===== config.mk =====
export PLATFORM = sky130hd
export DESIGN_NAME = ciq_common_status
export DESIGN_NICKNAME = d
export VERILOG_FILES = /design/src/ciq_pkg.sv /design/src/ciq_common_status.sv
export SDC_FILE = /design/constraint.sdc
export NUM_CORES = 1
export LEC_CHECK = 0
export ABC_AREA = 0
export BUFFER_PORTS_ARGS = -buffer_cell sky130_fd_sc_hd__buf_4
export CAP_MARGIN = 0
export CORE_UTILIZATION = 45
export CTS_CLUSTER_SIZE = 20
export DETAILED_ROUTE_END_ITERATION = 10
export PLACE_DENSITY = 0.63
export RECOVER_POWER = 100
export SKIP_LAST_GASP = 1
export SYNTH_ARGS = -nofsm -noshare
export SYNTH_HDL_FRONTEND = slang
export SYNTH_SLANG_ARGS = --single-unit

===== constraint.sdc =====
create_clock -name clock -period 2.1 [get_ports clock]
set_input_delay 0.42 -clock clock [delete_from_list [all_inputs] [get_ports clock]]
set_output_delay 0.42 -clock clock [all_outputs]
set_load 0.02 [all_outputs]

===== src/ciq_pkg.sv =====
// Purpose: shared constants and types for the common interrupt and diagnostic status block
// Assumes: 8-bit parallel host bus, three hdsl channels
// Notes: register offsets are byte addresses on the host bus
// Functional notes
// RQ1: latch request flag, assert interrupt on event
// RQ2: masked sources latch but stay off output
// RQ3: writing 0 to clear bit resets flag
// RQ4: persistent condition keeps flag, output drops; here only an enabled framer_unlocked holds the rx err flag
// RQ5: edge triggered, one request per condition
// RQ6: transmit frame flag per channel at start
// RQ7: receive frame flag per channel at start
// RQ8: transmit error is OR of enabled sources
// RQ9: receive error is OR of enabled sources
// RQ10: residual phase high/low, updated on master frame
// RQ11: phase error saturates 0x80..0x7f, master update
// RQ12: multiframe phase counts tx clocks between syncs
// RQ13: 13-bit phase, low and high bytes
// RQ14: echo register holds last write data
// RQ15: error source read returns then clears
// RQ16: each channel fault latched until read
// RQ17: per-source enable gates error interrupt
// RQ18: per-channel transmit fault with transmit error
// RQ19: per-channel receive fault with receive error
// RQ20: pll fault at phase error limit
// RQ21: mask readback returns last mask write
// RQ22: request bits: rx err, tx err, rx, tx
// RQ23: error bits: pll 6, rx 5:3, tx 2:0
// RQ24: interrupt output active low while pending
package ciq_pkg;
    localparam int          NCH             = 3;
    localparam int          AW              = 8;
    localparam int          DW              = 8;
    localparam int          PHW             = 13;
    localparam logic [7:0]  ADDR_IRQ_FLAGS  = 8'h1f;
    localparam logic [7:0]  ADDR_RESID_HI   = 8'h20;
    localparam logic [7:0]  ADDR_RESID_LO   = 8'h28;
    localparam logic [7:0]  ADDR_MASK_RB    = 8'h30;
    localparam logic [7:0]  ADDR_PLL_PHASE_ERROR    = 8'h38;
    localparam logic [7:0]  ADDR_MFPH_LO    = 8'h39;
    localparam logic [7:0]  ADDR_MFPH_HI    = 8'h3a;
    localparam logic [7:0]  ADDR_WR_ECHO    = 8'h3b;
    localparam logic [7:0]  ADDR_ERR_SRC    = 8'h3c;
    localparam logic [7:0]  ADDR_IRQ_MASK   = 8'heb;
    localparam logic [7:0]  ADDR_IRQ_CLEAR  = 8'hec;
    localparam int          BIT_RX_ERR      = 7;
    localparam int          BIT_TX_ERR      = 6;
    localparam int          BIT_RX_FRM      = 3;
    localparam int          BIT_TX_FRM      = 0;
    localparam int          BIT_PLL_FLT     = 6;
    localparam int          BIT_RX_FLT      = 3;
    localparam int          BIT_TX_FLT      = 0;
    localparam logic [7:0]  RST_MASK        = 8'h00;
    localparam logic [7:0]  PHS_MAX         = 8'h7f;
    localparam logic [7:0]  PHS_MIN         = 8'h80;
    localparam logic [12:0] MFPH_MAX        = 13'h1fff;

    typedef struct packed {
        logic [NCH-1:0] tx_frame_start;
        logic [NCH-1:0] rx_frame_start;
        logic [NCH-1:0] tx_err_event;
        logic [NCH-1:0] rx_err_event;
        logic [NCH-1:0] framer_unlocked;
    } ciq_events_t;

    typedef struct packed {
        logic [NCH-1:0] tx_fault_enable;
        logic [NCH-1:0] rx_fault_enable;
        logic           pll_fault_enable;
        logic [1:0]     master_channel;
        logic           phase_source_select;
    } ciq_cfg_t;
endpackage : ciq_pkg


===== src/ciq_common_status.sv =====
// Purpose: interrupt request latching, masking, clearing and diagnostic status reads
// Assumes: host strobes and sync pins are asynchronous, framer events are on clock
// Notes: host strobes are resampled, so each strobe must last at least three clock cycles
`timescale 1ns/1ps
module ciq_common_status #(
    parameter int NUM_CH = ciq_pkg::NCH
)(
    input  wire logic                clock,
    input  wire logic                arst_n,
    input  wire logic                mpu_cs_n,
    input  wire logic                mpu_rd_n,
    input  wire logic                mpu_wr_n,
    input  wire logic [7:0]          mpu_addr,
    input  wire logic [7:0]          mpu_wdata,
    output logic [7:0]               mpu_rdata,
    output logic                     mpu_rdata_oe,
    input  wire ciq_pkg::ciq_events_t events,
    input  wire ciq_pkg::ciq_cfg_t   cfg,
    input  wire logic [15:0]         nco_residual_phase,
    input  wire logic signed [15:0]  pll_phase_raw,
    input  wire logic                pcm_tx_clock,
    input  wire logic                tx_multiframe_sync,
    input  wire logic                rx_multiframe_sync,
    input  wire logic                hdsl_multiframe_sync,
    output logic                     irq_out_n
);
    import ciq_pkg::*;

    // the register layout has room for exactly three channels
    if (NUM_CH != NCH)
    begin : g_ch_check
        $error("channel count fixed by register layout");
    end

    // two-stage resync of every host bus and sync pin; stage one is read only by stage two
    localparam int PW = 3 + 8 + 8 + 4;
    logic [PW-1:0] pin_s1_r;
    logic [PW-1:0] pin_s2_r;
    logic [PW-1:0] pin_raw;
    assign pin_raw = {mpu_cs_n, mpu_rd_n, mpu_wr_n, mpu_addr, mpu_wdata,
                      pcm_tx_clock, tx_multiframe_sync, rx_multiframe_sync, hdsl_multiframe_sync};

    always_ff @(posedge clock or negedge arst_n)
    begin
        if (!arst_n)
        begin
            pin_s1_r <= {3'h7, 8'h00, 8'h00, 4'h0};
            pin_s2_r <= {3'h7, 8'h00, 8'h00, 4'h0};
        end
        else
        begin
            pin_s1_r <= pin_raw;
            pin_s2_r <= pin_s1_r;
        end
    end

    logic       cs_n_s;
    logic       rd_n_s;
    logic       wr_n_s;
    logic [7:0] addr_s;
    logic [7:0] wdata_s;
    logic [3:0] sync_s;
    assign {cs_n_s, rd_n_s, wr_n_s, addr_s, wdata_s, sync_s} = pin_s2_r;

    // edge history of resynced levels
    logic       rd_act_d_r;
    logic       wr_act_d_r;
    logic [3:0] sync_d_r;
    logic       rd_act;
    logic       wr_act;
    logic       rd_start;
    logic       wr_end;
    logic [3:0] sync_rise;
    assign rd_act    = !cs_n_s && !rd_n_s;
    assign wr_act    = !cs_n_s && !wr_n_s;
    assign rd_start  = rd_act && !rd_act_d_r;
    // write taken at strobe end so the data lines have settled
    assign wr_end    = wr_act_d_r && !wr_act;
    assign sync_rise = sync_s & ~sync_d_r;

    logic [7:0] wr_addr_r;
    always_ff @(posedge clock or negedge arst_n)
    begin
        if (!arst_n)
        begin
            rd_act_d_r <= 1'b0;
            wr_act_d_r <= 1'b0;
            sync_d_r   <= 4'h0;
            wr_addr_r  <= 8'h00;
        end
        else
        begin
            rd_act_d_r <= rd_act;
            wr_act_d_r <= wr_act;
            sync_d_r   <= sync_s;
            if (wr_act)
                wr_addr_r <= addr_s;
        end
    end

    logic [7:0] wr_data_r;
    always_ff @(posedge clock or negedge arst_n)
    begin
        if (!arst_n)
            wr_data_r <= 8'h00;
        else if (wr_act)
            wr_data_r <= wdata_s;
    end

    logic wr_mask;
    logic wr_clear;
    assign wr_mask  = wr_end && (wr_addr_r == ADDR_IRQ_MASK);
    assign wr_clear = wr_end && (wr_addr_r == ADDR_IRQ_CLEAR);

    // write echo and mask
    logic [7:0] wr_echo_r;
    logic [7:0] irq_mask_r;
    always_ff @(posedge clock or negedge arst_n)
    begin
        if (!arst_n)
            wr_echo_r <= 8'h00;
        else if (wr_end)
            wr_echo_r <= wr_data_r; // RQ14
    end

    always_ff @(posedge clock or negedge arst_n)
    begin
        if (!arst_n)
            irq_mask_r <= RST_MASK;
        else if (wr_mask)
            irq_mask_r <= wr_data_r; // RQ21
    end

    // phase error saturation and limit detection
    logic [7:0] phs_sat;
    logic       phs_at_limit;
    always_comb
    begin
        if (pll_phase_raw > $signed({8'h00, PHS_MAX}))
            phs_sat = PHS_MAX; // RQ11
        else if (pll_phase_raw < $signed({8'hff, PHS_MIN}))
            phs_sat = PHS_MIN; // RQ11
        else
            phs_sat = pll_phase_raw[7:0];
        phs_at_limit = (phs_sat == PHS_MAX) || (phs_sat == PHS_MIN); // RQ20
    end

    // error source levels
    logic [NCH-1:0] tx_src;
    logic [NCH-1:0] rx_src;
    logic           pll_src;
    logic [NCH-1:0] tx_src_en;
    logic [NCH-1:0] rx_src_en;
    logic           pll_src_en;
    logic           rx_persist;
    assign tx_src     = events.tx_err_event;
    assign rx_src     = events.rx_err_event | events.framer_unlocked;
    assign pll_src    = phs_at_limit;
    assign tx_src_en  = tx_src & cfg.tx_fault_enable; // RQ17
    assign rx_src_en  = rx_src & cfg.rx_fault_enable; // RQ17
    assign pll_src_en = pll_src & cfg.pll_fault_enable; // RQ17
    assign rx_persist = |(events.framer_unlocked & cfg.rx_fault_enable);

    logic tx_err_lvl;
    logic rx_err_lvl;
    logic tx_err_d_r;
    logic rx_err_d_r;
    assign tx_err_lvl = |tx_src_en; // RQ8
    assign rx_err_lvl = (|rx_src_en) || pll_src_en; // RQ9

    always_ff @(posedge clock or negedge arst_n)
    begin
        if (!arst_n)
        begin
            tx_err_d_r <= 1'b0;
            rx_err_d_r <= 1'b0;
        end
        else
        begin
            tx_err_d_r <= tx_err_lvl;
            rx_err_d_r <= rx_err_lvl;
        end
    end

    // one error event per rising edge, so a lingering or stacked error asks once; frame starts pass through as levels
    logic [7:0] irq_event;
    always_comb
    begin
        irq_event                    = 8'h00;
        irq_event[BIT_RX_ERR]        = rx_err_lvl && !rx_err_d_r; // RQ5
        irq_event[BIT_TX_ERR]        = tx_err_lvl && !tx_err_d_r; // RQ5
        irq_event[BIT_RX_FRM +: NCH] = events.rx_frame_start; // RQ7 RQ22
        irq_event[BIT_TX_FRM +: NCH] = events.tx_frame_start; // RQ6 RQ22
    end

    logic [7:0] persist_hold;
    assign persist_hold = {rx_persist, 7'h00};

    // request flags and pending interrupts
    logic [7:0] irq_flags_r;
    logic [7:0] irq_pend_r;
    logic [7:0] clr_bits;
    assign clr_bits = wr_clear ? ~wr_data_r : 8'h00; // RQ3

    always_ff @(posedge clock or negedge arst_n)
    begin
        if (!arst_n)
            irq_flags_r <= 8'h00;
        else
            irq_flags_r <= irq_event | (irq_flags_r & ~(clr_bits & ~persist_hold)); // RQ1 RQ3 RQ4
    end

    always_ff @(posedge clock or negedge arst_n)
    begin
        if (!arst_n)
            irq_pend_r <= 8'h00;
        else
            irq_pend_r <= irq_event | (irq_pend_r & ~clr_bits); // RQ1 RQ4
    end

    always_ff @(posedge clock or negedge arst_n)
    begin
        if (!arst_n)
            irq_out_n <= 1'b1;
        else
            irq_out_n <= !(|(irq_pend_r & ~irq_mask_r)); // RQ2 RQ24
    end

    // error source flags, read clears, a new event in the read cycle survives
    logic [7:0] err_src_r;
    logic [7:0] err_set;
    logic       rd_err;
    // fault bits latch whatever the enables say; enables only gate the summary requests
    always_comb
    begin
        err_set                    = 8'h00;
        err_set[BIT_PLL_FLT]       = pll_src; // RQ20
        err_set[BIT_RX_FLT +: NCH] = rx_src; // RQ19
        err_set[BIT_TX_FLT +: NCH] = tx_src; // RQ18 RQ23
    end
    assign rd_err  = rd_start && (addr_s == ADDR_ERR_SRC);

    always_ff @(posedge clock or negedge arst_n)
    begin
        if (!arst_n)
            err_src_r <= 8'h00;
        else if (rd_err)
            err_src_r <= err_set; // RQ15
        else
            err_src_r <= err_src_r | err_set; // RQ16
    end

    // master channel frame snapshots of pll state
    logic        master_rx_frame;
    logic [15:0] resid_r;
    logic [7:0]  pll_phase_error_r;
    assign master_rx_frame = events.rx_frame_start[cfg.master_channel];

    always_ff @(posedge clock or negedge arst_n)
    begin
        if (!arst_n)
        begin
            resid_r   <= 16'h0000;
            pll_phase_error_r <= 8'h00;
        end
        else if (master_rx_frame)
        begin
            resid_r   <= nco_residual_phase; // RQ10
            pll_phase_error_r <= phs_sat; // RQ11
        end
    end

    // multiframe phase counter, pcm clock is sampled so it must run well below clock/4
    logic           pcm_tx_clock_rise;
    logic           start_rise;
    logic           stop_rise;
    logic           mf_run_r;
    logic           mf_seen_r;
    logic [PHW-1:0] mf_cnt_r;
    logic [PHW-1:0] mf_phase_r;
    assign pcm_tx_clock_rise  = sync_rise[3];
    assign start_rise = cfg.phase_source_select ? sync_rise[1] : sync_rise[2];
    assign stop_rise  = sync_rise[0];

    always_ff @(posedge clock or negedge arst_n)
    begin
        if (!arst_n)
        begin
            mf_run_r  <= 1'b0;
            mf_seen_r <= 1'b0;
            mf_cnt_r  <= '0;
        end
        else if (start_rise)
        begin
            mf_run_r  <= 1'b1; // RQ12
            mf_seen_r <= 1'b0;
            mf_cnt_r  <= '0;
        end
        else if (stop_rise)
            mf_run_r <= 1'b0;
        // the first pcm clock edge only opens the first cycle, so one cycle reads as zero
        else if (mf_run_r && pcm_tx_clock_rise && !mf_seen_r)
            mf_seen_r <= 1'b1; // RQ12
        else if (mf_run_r && pcm_tx_clock_rise && mf_cnt_r != MFPH_MAX)
            mf_cnt_r <= mf_cnt_r + 13'h0001; // RQ12 RQ13
    end

    always_ff @(posedge clock or negedge arst_n)
    begin
        if (!arst_n)
            mf_phase_r <= '0;
        else if (stop_rise && mf_run_r)
            mf_phase_r <= mf_cnt_r; // RQ12
    end

    // read mux, data driven from a flop while the read strobe is active
    logic [7:0] rd_mux;
    always_comb
    begin
        unique case (addr_s)
            ADDR_IRQ_FLAGS: rd_mux = irq_flags_r; // RQ22
            ADDR_RESID_HI:  rd_mux = resid_r[15:8]; // RQ10
            ADDR_RESID_LO:  rd_mux = resid_r[7:0]; // RQ10
            ADDR_MASK_RB:   rd_mux = irq_mask_r; // RQ21
            ADDR_PLL_PHASE_ERROR:   rd_mux = pll_phase_error_r; // RQ11
            ADDR_MFPH_LO:   rd_mux = mf_phase_r[7:0]; // RQ13
            ADDR_MFPH_HI:   rd_mux = {3'h0, mf_phase_r[12:8]}; // RQ13
            ADDR_WR_ECHO:   rd_mux = wr_echo_r; // RQ14
            ADDR_ERR_SRC:   rd_mux = err_src_r; // RQ15
            default:        rd_mux = 8'h00;
        endcase
    end

    always_ff @(posedge clock or negedge arst_n)
    begin
        if (!arst_n)
        begin
            mpu_rdata    <= 8'h00;
            mpu_rdata_oe <= 1'b0;
        end
        else
        begin
            if (rd_start)
                mpu_rdata <= rd_mux;
            mpu_rdata_oe <= rd_act;
        end
    end
endmodule // ciq_common_status


Yosys cells after proc, flatten, opt, wreduce, memory -nomap -nowiden
Index checks and enable logic that the tools add are counted.
{"block": "op_classes", "order_cmp": 3, "n_shift": 0, "reduce_logical": 33, "n_mul": 0, "eq_ne": 16, "div": 0, "addsub": 1, "bitwise": 19, "n_mux": 17}
{"operator": "$pmux W8 S9", "n": 1}
{"operator": "$eq A8 B6 Y1 const B", "n": 8}
{"operator": "$mux W13", "n": 4}
{"operator": "$not A8 Y8", "n": 5}
{"operator": "$and A8 B8 Y8", "n": 4}
{"operator": "$mux W8", "n": 4}
{"operator": "$eq A8 B8 Y1 const B", "n": 3}
{"operator": "$gt A16 B8 Y1 const B", "n": 1}
{"operator": "$lt A16 B8 Y1 const B", "n": 1}
{"operator": "$or A8 B8 Y8", "n": 2}
{"operator": "$add A13 B1 Y13 const B", "n": 1}
{"operator": "$logic_and A1 B1 Y1", "n": 13}
{"operator": "$ne A13 B13 Y1 const B", "n": 1}
{"operator": "$and A3 B3 Y3", "n": 3}
{"operator": "$logic_not A1 Y1", "n": 9}
{"operator": "$reduce_or A3 Y1", "n": 3}
{"operator": "$eq A8 B5 Y1 const B", "n": 1}
{"operator": "$eq A8 B7 Y1 const B", "n": 1}
{"operator": "$or A8 B7 Y8", "n": 1}
{"operator": "$reduce_or A8 Y1", "n": 1}
{"operator": "$mux W1", "n": 7}
{"operator": "$reduce_bool A2 Y1", "n": 3}
{"operator": "$and A4 B4 Y4", "n": 1}
{"operator": "$not A4 Y4", "n": 1}
{"operator": "9 further kinds", "n": 10}
{"block": "totals", "register_bits": 171, "ram_bits": 0, "inputBits": 82, "output_inout_bits": 10, "n_memories": 0, "latchBits": 0, "mem_bits_ro": 0, "wordCells": 111}

Longest topological paths before layout
Gate-level depths: netlist of the first run.
{"block": "logic_depth", "depth_word": 10, "mapped_depth": 6, "ltp_nobuf": 6}

Least setup slack after synthesis of the first run
Ideal clock, no wire load.
{"block": "synth_timing", "kind": "input -> register", "startpoint": "input pll_phase_raw[11]", "endpoint": "register irq_flags_r[7]", "setup_ps": 133, "cell_stages": 6, "setup_slack_ps": 249, "arrival_ps": 1718, "path_buffers": 1, "required_ps": 1967, "path_cell_list": "or4_1 buf_2 a2111oi_2 a31oi_1 a21oi_1 o21ai_0"}
{"block": "synth_via", "elab_chain_len": 9}
{"item": "start: declaration", "line": "ciq_common_status.sv:20", "rtl": "input wire logic signed [15:0] pll_phase_raw,"}
{"item": "$lt A16 B8 Y1", "line": "ciq_common_status.sv:141", "rtl": "else if (pll_phase_raw < $signed({8'hff, PHS_MIN}))"}
{"item": "$mux W8", "line": "ciq_common_status.sv:141"}
{"item": "$mux W8 *", "line": "ciq_common_status.sv:139", "rtl": "if (pll_phase_raw > $signed({8'h00, PHS_MAX}))"}
{"item": "$eq A8 B7 Y1 or $eq A8 B8 Y1 (tied branches)", "line": "ciq_common_status.sv:145", "rtl": "phs_at_limit = (phs_sat == PHS_MAX) || (phs_sat == PHS_MIN);"}
{"item": "$logic_or A1 B1 Y1 *", "line": "ciq_common_status.sv:145"}
{"item": "$and A1 B1 Y1 *", "line": "ciq_common_status.sv:161", "rtl": "assign pll_src_en = pll_src & cfg.pll_fault_enable;"}
{"item": "$logic_or A1 B1 Y1 *", "line": "ciq_common_status.sv:169", "rtl": "assign rx_err_lvl = (|rx_src_en) || pll_src_en;"}
{"item": "$logic_and A1 B1 Y1 *", "line": "ciq_common_status.sv:190", "rtl": "irq_event[BIT_RX_ERR] = rx_err_lvl && !rx_err_d_r;"}
{"item": "$or A8 B8 Y8 *", "line": "ciq_common_status.sv:210", "rtl": "irq_flags_r <= irq_event | (irq_flags_r & ~(clr_bits & ~persist_hold));"}
{"item": "end signal: assignment", "line": "ciq_common_status.sv:210"}
{"item": "end: declaration", "line": "ciq_common_status.sv:200", "rtl": "logic [7:0] irq_flags_r;"}
Every way passes the cells marked *; elsewhere a longest branch is shown, timed or not.
A chain may end at the register's enable or synchronous reset.

Worst setup path after layout of the first run
{"block": "layout_timing", "startpoint": "register pin_s2_r[19]", "endpoint": "register mpu_rdata[6]"}
{"block": "layout_via", "elab_chain_len": 2}
{"item": "start: declaration", "line": "ciq_common_status.sv:38", "rtl": "logic [PW-1:0] pin_s2_r;"}
{"item": "start signal: assignment", "line": "ciq_common_status.sv:48", "rtl": "pin_s2_r <= {3'h7, 8'h00, 8'h00, 4'h0};"}
{"item": "start signal: assignment", "line": "ciq_common_status.sv:53", "rtl": "pin_s2_r <= pin_s1_r;"}
{"item": "$eq A8 B6 Y1 or $eq A8 B5 Y1 (tied branches)", "line": "ciq_common_status.sv:320", "rtl": "unique case (addr_s)"}
{"item": "$pmux W8 S9 *", "line": "ciq_common_status.sv:320"}
{"item": "end signal: assignment", "line": "ciq_common_status.sv:344", "rtl": "mpu_rdata <= rd_mux;"}
{"item": "end: declaration", "line": "ciq_common_status.sv:15", "rtl": "output logic [7:0] mpu_rdata,"}
Marked as above.

==> results of run 1 <==
## sequential cells by signal (all words and copies together), names as in the netlist, 13 cells and up
name,cells
pin_s1_r,23
mf_cnt_r,13
resid_r,16
pin_s2_r,23
mf_phase_r,13
## cells in the mapped netlist (2+ instances only)
master,instances,share of area
nor3_1,14,0.010
buf_2,6,0.0044
nor2_1,36,0.020
nand2_1,33,0.018
buf_1,2,0.0011
nor4_4,2,0.0062
nand2b_1,2,0.0018
a222oi_1,2,0.0029
nor4b_1,3,0.0039
o2bb2ai_1,3,0.0039
mux2i_1,5,0.0073
o21ai_0,15,0.011
o22ai_1,5,0.0046
a31oi_1,3,0.0028
a32oi_1,5,0.0064
a211o_1,3,0.0039
a22oi_1,7,0.0077
nand3b_1,4,0.0044
nand4_1,7,0.0064
and4_1,2,0.0026
a22o_1,4,0.0051
a21o_1,21,0.023
and3_1,7,0.0064
nand3_1,8,0.0059
nor4_1,7,0.0064
inv_1,15,0.0083
xnor2_1,9,0.012
mux4_2,5,0.017
mux2_2,63,0.10
clkbuf_1,12,0.0066
or4_1,3,0.0033
and4b_1,2,0.0029
dfrtp_1,163,0.60
a21oi_1,18,0.013
or2_2,7,0.0064
dfstp_2,7,0.027
a211oi_1,2,0.0022
## worst register-to-register path, cell delays in order, from the launching register on
cell and delay (ns):
dfrtp_1 0.43, or4b_4 0.60, nor4_4 0.37, buf_4 0.18, o2bb2ai_1 0.11, a211oi_1 0.07
o21ai_0 0.17
## power breakdown
group	total (mW)	switching (mW)	leakage, nW	internal [mW]
Combinational	0.622	0.284	1.34	0.338
Clock	3.09	1.27	0.290	1.82
Sequential	3.69	0.168	2.00	3.52
Total	7.40	1.72	3.63	5.68
## per-stage QoR
| stage | util | setup WS (ns) | instances |
|---|---|---|---|
| finish | 0.575 | 0.0731 | 844 |
| global route | 0.575 | 0.0116 | 844 |
| CTS | 0.581 | 0.0571 | 843 |
| detailed placement | 0.540 | 0.0801 | 811 |
| global placement | 0.540 | 0.166 | 811 |
| floorplan | - | 0.249 | 530 |
## what timing repair did
action | CTS | global route
hold buffers | 1 | 0
setup buffers | 0 | 1
resized for setup | 0 | 2
endpoints found under the setup margin | 0 | 2
endpoints found under the hold margin | 32 | 0
## cells by family (layout without fill, tap and decap cells)
| group | after synthesis | count (layout) | share of synthesized area |
|---|---|---|---|
| compound gates | 97 | 97 | 0.0992 |
| mux | 73 | 73 | 0.128 |
| simple gates | 145 | 145 | 0.114 |
| buf+inv | 35 | 165 | 0.0204 |
| xor+xnor | 9 | 9 | 0.0116 |
| fa+ha+maj | 1 | 1 | 0.00183 |
| flops | 170 | 170 | 0.625 |
## metal layers
| metal | wire length [µm] | share of wire | GRT usage | vias up |
|---|---|---|---|---|
| li1 | - | - | - | 2166 |
| met1 | 6700 | 0.46 | 0.275 | 2309 |
| met2 | 6810 | 0.46 | 0.309 | 109 |
| met3 | 694 | 0.047 | 0.0599 | 25 |
| met4 | 465 | 0.032 | 0.0868 | 0 |
| met5 | 0 | 0 | 0 | - |
## area by class of cell
type / count / area [µm²]
Clock inverter: 12 / 139
Fill cell: 1200 / 6220
Multi-Input combinational cell: 325 / 2430
Inverter: 15 / 56.3
Tap cell: 184 / 230
Timing Repair Buffer: 119 / 860
Clock buffer: 19 / 453
Sequential cell: 170 / 4260
## layout by cell type, fill, tap and decap left out, drive strengths merged, types with 3 or more instances in the layout
| master | Yosys | final |
|---|---|---|
| nand2 | 33 | 33 |
| o2bb2ai | 3 | 3 |
| dfstp | 7 | 7 |
| clkbuf | 12 | 66 |
| mux2i | 5 | 5 |
| buf | 8 | 71 |
| o22ai | 5 | 5 |
| nor2 | 36 | 36 |
| mux2 | 63 | 63 |
| inv | 15 | 18 |
| o21ai | 17 | 17 |
| a21oi | 18 | 18 |
| or2 | 8 | 8 |
| nand4 | 7 | 7 |
| a211o | 3 | 3 |
| a22o | 4 | 4 |
| or4 | 3 | 3 |
| nor3 | 15 | 15 |
| dfrtp | 163 | 163 |
| nand3 | 8 | 8 |
| a21o | 21 | 21 |
| a22oi | 7 | 7 |
| a31oi | 3 | 3 |
| clkinv | 0 | 6 |
| xnor2 | 9 | 9 |
| a32oi | 5 | 5 |
| nor4b | 3 | 3 |
| nor4 | 9 | 9 |
| mux4 | 5 | 5 |
| and3 | 7 | 7 |
| nand3b | 4 | 4 |
## worst max path at each step
stage / startpoint / end / slack, ns / depth (start not counted)
after CTS: pin_s2_r[19]$_DFF_PN0_ / mpu_rdata[0]$_DFFE_PN0P_ / 0.06 / 5
after detailed placement: pin_s2_r[19]$_DFF_PN0_ / mpu_rdata[0]$_DFFE_PN0P_ / 0.08 / 5
after floorplan: pll_phase_raw[11] / irq_flags_r[7]$_DFF_PN0_ / 0.25 / 6
after global placement: pll_phase_raw[11] / irq_flags_r[7]$_DFF_PN0_ / 0.17 / 6
final: pin_s2_r[19]$_DFF_PN0_ / mpu_rdata[6]$_DFFE_PN0P_ / 0.07 / 6
after global routing: pin_s2_r[19]$_DFF_PN0_ / mpu_rdata[6]$_DFFE_PN0P_ / 0.01 / 6
==> out/metrics.cfg, run 1 <==
[clock_tree]
insertion_delay_ns = 0.43
cts.sinks = 170
cts_tree = done
cts.clk_slew.worst_paths_ns = 0.06
cts.path.max_buffers = 2
htree_levels = 4
cts_buffers = 17
cts_root_buf = clkbuf_16

[timing]
relSlewSlack = 0.325
fin_setup_tns_ns = 0
worstMarginPinSlew_ns = 1.01
slew_violations = 0
fin_worst_skew_ns = 0.00790
hold_violations = 0
setup_viol = 0
fmax_ghz = 0.493
final.period_utilization = 0.965
hold_slack_ns = 0.0948
rsz0062_at_grt = no
period_needed_ns = 2.03

[drt]
drc = 14
dr.pass1.iters = 7
drt-wirelength-per-cell_um = 17.4
ant_nets = 0
drt-total-wl_um = 14700
vias = 4609
first_iter_violations = 315
vias_per_cell = 5.46

[floorplanning]
die-area_um2 = 15700
rows = 44
start_util = 0.466
core-area_um2 = 14600
die_h_um = 125
die_x_um = 125
io_pins = 92

[pwr]
p_per_area_nw_per_um2 = 878
ir_drop_mv = 0.722
leakagePower_nw = 3.63
finalPower_mw = 7.40

[synthesis]
yosysSeqAreaShare = 0.625
ys_warn_count = 0
syn_avg_cell_area_um2 = 12.9
syn_nets = 613
synth_top_flop_cell = dfrtp_1
ys_async_sr_fraction = 1.00
synth.distinct_cells = 55
syn_area_um2 = 6820
ys_seq_elements = 170
synth_edf_count = 0
synth_cells = 530

[run]
maxCapViolations = 0

[placed_design]
port_buffers = 91
place_area_um2 = 7910
place.gp.congestion = 0.893
dp_hpwl_um = 11000

[worst_setup_path]
crit_fanout = 6
startpoint_type = flop
critical_path.top_delay_family = simple AND/OR/NAND/NOR gates
slowest_delay_ns = 0.60
r2r-start = pin_s2_r[19]$_DFF_PN0_
crit_path_end_kind = flop
rrSetupSlack_ns = 0.07
slowest_stage = or4b_4
r2r_cells = 6
path_cells = or4b_4, nor4_4, buf_4, o2bb2ai_1, a211oi_1, o21ai_0
arrival_ns = 2.37
path_class = reg2reg
regToRegEndpoint = mpu_rdata[6]$_DFFE_PN0P_
path_buf_inv = 1
crit_required_ns = 2.45

[outcome]
violations = design-rule violations
status = finished with violations

[global_routing]
grt_overflow = 0
antenna_found_initial = 0
grt_use_total = 0.204
grt_pass1_vias = 4713
grt_max_degree = 52
grt_pass1_wl_um = 24400

[hold_path]
worstHoldEndpoint = pin_s1_r[21]$_DFF_PN1_
whs_path_depth = 1
worstHoldPathType = in2reg
min_from = mpu_rd_n

[final_layout]
diodes = 0
layout-drive-gt1-share = 0.332
area_growth_pct = 23.5
nets = 731
fin_area_um2 = 8430

No activity file was read; power rests on OpenSTA's default activity.
==> inputs of run 2 (changes only) <==
--- a/config.mk
+++ b/config.mk
@@ -13,6 +13,7 @@
 export DETAILED_ROUTE_END_ITERATION = 10
 export PLACE_DENSITY = 0.63
 export RECOVER_POWER = 100
+export SETUP_SLACK_MARGIN = 0.4
 export SKIP_LAST_GASP = 1
 export SYNTH_ARGS = -nofsm -noshare
 export SYNTH_HDL_FRONTEND = slang
==> out/metrics.cfg, run 2 (synthesis gave the netlist of run 1 again) <==
[outcome]
status = finished with violations
violations = design-rule violations

[worst_setup_path]
path_buf_inv = 1
crit_path_end_kind = flop
startpoint_type = flop
arrival_ns = 2.31
path_cells = or4b_4, buf_6, nor3_2, a22o_1, nand2_1, a32oi_1
path_class = reg2reg
critical_path.top_delay_family = simple AND/OR/NAND/NOR gates
crit_fanout = 5
crit_required_ns = 2.44
slowest_stage = or4b_4
slowest_delay_ns = 0.58

[timing]
rsz0062_at_grt = yes
fin_worst_skew_ns = 0.0112
setup_viol = 0
slew_violations = 0
hold_violations = 0
fmax_ghz = 0.507
final.period_utilization = 0.938
fin_setup_tns_ns = 0
period_needed_ns = 1.97
relSlewSlack = 0.325
worstMarginPinSlew_ns = 1.01

[clock_tree]
insertion_delay_ns = 0.43
cts.path.max_buffers = 2
cts.clk_slew.worst_paths_ns = 0.06
cts_buffers = 17
cts.sinks = 170
cts_root_buf = clkbuf_16
htree_levels = 4
cts_tree = done

[floorplanning]
die_x_um = 125
die_h_um = 125
io_pins = 92
start_util = 0.466
die-area_um2 = 15700
core-area_um2 = 14600
rows = 44

[drt]
vias = 4797
dr.pass1.iters = 9
drc = 18
ant_nets = 0
vias_per_cell = 5.56
drt-wirelength-per-cell_um = 18.4
first_iter_violations = 368
drt-total-wl_um = 15900

[final_layout]
fin_util = 0.598
diodes = 0
final_cell_mix = 158 x dfrtp_1, 80 x buf_4, 55 x mux2_2
final_common_cell = dfrtp_1
layout-drive-gt1-share = 0.368
reg_top3 = pin_s1_r x23, pin_s2_r x23, resid_r x16
area_growth_pct = 28.3
fillers = 1207
nets = 750

[pwr]
ir_drop_mv = 0.871
internal-power_mw = 5.77
clockPowerShare = 0.425
swShare = 0.239
comb_power_share = 0.087
p_per_area_nw_per_um2 = 866
finalPower_mw = 7.58
leakagePower_nw = 3.74
switchingPower_mw = 1.81
seq_power_share = 0.488

[global_routing]
grt_pass1_wl_um = 25200
grt_max_degree = 56
grt_pass1_vias = 4820
antenna_found_initial = 0
grt_use_total = 0.211
grt_overflow = 0

[hold_path]
worstHoldPathType = in2reg

[placed_design]
port_buffers = 91
place.gp.congestion = 0.920
dp_hpwl_um = 11400

[run]
maxCapViolations = 0

[run 2: power groups by stage]
stage / clock network, mW / logic, mW / registers (mW)
4_1_cts: 3.29 / 0.679 / 3.70
6_report: 3.22 / 0.661 / 3.70
2_1_floorplan: 0 / 0.343 / 3.67
3_5_place_dp: 0 / 0.646 / 3.75
5_1_grt: 3.44 / 0.725 / 3.72
3_3_place_gp: 0 / 0.630 / 3.74
[run 2: final timing paths]
kind,from,to,slack [ns],depth (start not counted)
max,pin_s2_r[19]$_DFF_PN0_,mpu_rdata[1]$_DFFE_PN0P_,0.13,6
min reg2reg,pin_s1_r[8]$_DFF_PN0_,pin_s2_r[8]$_DFF_PN0_,0.35,0
max in group asynchronous,arst_n,pin_s1_r[22]$_DFF_PN1_,0.36,3
max reg2reg,pin_s2_r[19]$_DFF_PN0_,mpu_rdata[1]$_DFFE_PN0P_,0.13,6
min,mpu_rd_n,pin_s1_r[21]$_DFF_PN1_,0.1,1
min in group asynchronous,arst_n,pll_phase_error_r[6]$_DFFE_PN0P_,0.69,2
[run 2: cell type report]
| type | instances | area (µm²) | area share |
|---|---|---|---|
| Multi-Input combinational cell | 325 | 2600 | 0.297 |
| Tap cell | 184 | 230 | 0.0263 |
| Inverter | 15 | 56.3 | 0.00643 |
| Clock inverter | 14 | 184 | 0.0210 |
| Sequential cell | 170 | 4270 | 0.488 |
| Timing Repair Buffer | 138 | 990 | 0.113 |
| Clock buffer | 17 | 425 | 0.0486 |
[run 2: timing repair]
| item | 4_1_cts | 5_1_grt |
|---|---|---|
| buffers inserted | 10 | 10 |
| endpoints found under the setup margin | 43 | 49 |
| endpoints found under the hold margin | 36 | 0 |
| gates cloned | 0 | 1 |
| gates resized for setup | 39 | 29 |
| pin swaps | 13 | 18 |
| hold buffers | 1 | 0 |
[run 2: metrics by stage]
stage | area [µm²] | worst slack, ns | cells | hold WS [ns]
floorplan | 6860 | 0.282 | 530 | 0.124
global placement | 7910 | 0.182 | 810 | 0.332
detailed placement | 7910 | 0.122 | 810 | 0.336
CTS | 8760 | 0.198 | 852 | 0.0734
global route | 8750 | 0.0874 | 863 | 0.0764
finish | 8750 | 0.129 | 863 | 0.0992
[run 2: metal layers]
| layer | global-route usage | up-vias | share of wire |
|---|---|---|---|
| li1 | - | 2205 | - |
| met1 | 0.284 | 2446 | 0.45 |
| met2 | 0.338 | 128 | 0.49 |
| met3 | 0.0573 | 18 | 0.046 |
| met4 | 0.0617 | 0 | 0.016 |
| met5 | 0 | - | 0 |
==> inputs of run 3 (changes only) <==
--- a/config.mk
+++ b/config.mk
@@ -8,6 +8,7 @@
 export ABC_AREA = 0
 export BUFFER_PORTS_ARGS = -buffer_cell sky130_fd_sc_hd__buf_4
 export CAP_MARGIN = 0
+export CORE_ASPECT_RATIO = 1.2
 export CORE_UTILIZATION = 45
 export CTS_CLUSTER_SIZE = 20
 export DETAILED_ROUTE_END_ITERATION = 10
==> constraint.sdc (replaced) <==
create_clock -name clock -period 2.2 [get_ports clock]
set_input_delay 0.44 -clock clock [delete_from_list [all_inputs] [get_ports clock]]
set_output_delay 0.44 -clock clock [all_outputs]
set_load 0.02 [all_outputs]
==> out/metrics.cfg, run 3 (synthesis gave the netlist of run 1 again) <==
[timing]
worstMarginPinSlew_ns = 0.831
rsz0062_at_grt = yes
hold_violations = 0
slew_violations = 0
hold_slack_ns = 0.116
fin_worst_skew_ns = 0.0110
fin_setup_tns_ns = 0
period_needed_ns = 1.92
final.period_utilization = 0.872
relSlewSlack = 0.446
setup_viol = 0
fmax_ghz = 0.521

[final_layout]
fillers = 1229
final_cell_mix = 163 x dfrtp_1, 67 x buf_4, 60 x mux2_2
fin_area_um2 = 8470
reg_top3 = pin_s1_r x23, pin_s2_r x23, resid_r x16
area_growth_pct = 24.2
final_common_cell = dfrtp_1
layout-drive-gt1-share = 0.340
nets = 731
diodes = 0

[drt]
drt-total-wl_um = 15400
drc = 0
dr.pass1.iters = 4
ant_nets = 0
vias = 4672
vias_per_cell = 5.43
first_iter_violations = 238
drt-wirelength-per-cell_um = 17.9

[floorplanning]
io_pins = 92
die_x_um = 114
die_h_um = 137
rows = 48
start_util = 0.468
die-area_um2 = 15700
core-area_um2 = 14600

[pwr]
internal-power_mw = 5.38
p_per_area_nw_per_um2 = 832
clockPowerShare = 0.415
seq_power_share = 0.499
ir_drop_mv = 0.540
switchingPower_mw = 1.66
comb_power_share = 0.085
swShare = 0.236
leakagePower_nw = 3.64
finalPower_mw = 7.05

[global_routing]
top_usage_layer = met2
grt_overflow = 0
grt_use_total = 0.214
met3_usage = 0.0549
grt_pass1_vias = 4826
antenna_found_initial = 0
grt_pass1_wl_um = 24900
grt_max_degree = 62
use_met1 = 0.278
use_met2 = 0.338

[placed_design]
place_area_um2 = 7910
port_buffers = 91
place.gp.congestion = 0.871
dp_hpwl_um = 11200

[clock_tree]
insertion_delay_ns = 0.43
cts.clk_slew.worst_paths_ns = 0.06
cts_tree = done
htree_levels = 4
cts_buffers = 17
cts.sinks = 170
cts.path.max_buffers = 2
cts_root_buf = clkbuf_16

[worst_setup_path]
crit_required_ns = 2.51
crit_fanout = 8
slowest_delay_ns = 0.49
startpoint_type = flop
slowest_stage = or2_0
arrival_ns = 2.23
crit_path_end_kind = flop
path_cells = or2_0, a21oi_1, o31ai_2, clkbuf_1, a31oi_1, a21o_1
path_class = reg2reg

[outcome]
status = completed

[run]
maxCapViolations = 0

[hold_path]
worstHoldPathType = in2reg

==> run 3: what timing repair did <==
| action | 4_1_cts | 5_1_grt |
|---|---|---|
| endpoints found under the setup margin | 39 | 27 |
| setup buffers | 4 | 1 |
| hold endpoints to repair | 47 | 0 |
| gates resized for setup | 12 | 10 |
| hold buffers | 1 | 0 |
| pin swaps | 6 | 3 |
==> run 3: cell type report <==
type	count	area [µm²]	area share
clock buffers	18	439	0.0518
well taps	200	250	0.0295
inverters	15	56.3	0.00664
multi-input cells	325	2460	0.290
flip-flops and latches	170	4260	0.503
clock inverters	14	148	0.0174
repair buffers	119	861	0.102
==> run 3: worst paths after layout <==
| check | cells past startpoint | from | slack, ns | end |
|---|---|---|---|---|
| max in group asynchronous | 3 | arst_n | 0.43 | pin_s1_r[14]$_DFF_PN0_ |
| worst min register to register | 0 | pin_s1_r[4]$_DFF_PN0_ | 0.35 | pin_s2_r[4]$_DFF_PN0_ |
| worst min-delay path | 1 | mpu_cs_n | 0.12 | pin_s1_r[22]$_DFF_PN1_ |
| worst max register to register | 6 | pin_s2_r[13]$_DFF_PN0_ | 0.28 | mpu_rdata[4]$_DFFE_PN0P_ |
| min in group asynchronous | 2 | arst_n | 0.52 | resid_r[15]$_DFFE_PN0P_ |
| worst max-delay path | 6 | pin_s2_r[13]$_DFF_PN0_ | 0.28 | mpu_rdata[4]$_DFFE_PN0P_ |
==> run 3: layer usage <==
| layer | part of all wire | vias up |
|---|---|---|
| li1 | - | 2172 |
| met1 | 0.45 | 2331 |
| met2 | 0.48 | 135 |
| met3 | 0.039 | 34 |
| met4 | 0.030 | 0 |
| met5 | 0 | - |
==> run 3: stage by stage <==
stage	setup WS [ns]	util	std cells
after global placement	0.254	0.542	823
final	0.281	0.581	861
after detailed placement	0.141	0.542	823
after global routing	0.152	0.581	861
after CTS	0.359	0.588	860
after floorplan	0.362	-	530
==> run 3: power groups by stage <==
stage	logic [mW]	clock network, mW	registers, mW
floorplan	0.327	0	3.50
global placement	0.595	0	3.57
detailed placement	0.609	0	3.58
CTS	0.622	2.99	3.52
global route	0.661	3.14	3.54
finish	0.602	2.93	3.52
==> run 3: worst max-delay path, delay by kind of cell, from the launching register on <==
family          cells  cell delay, ns
compound gates      4            0.58
simple gates        1            0.49
flops               1            0.41
buf+inv             1            0.31
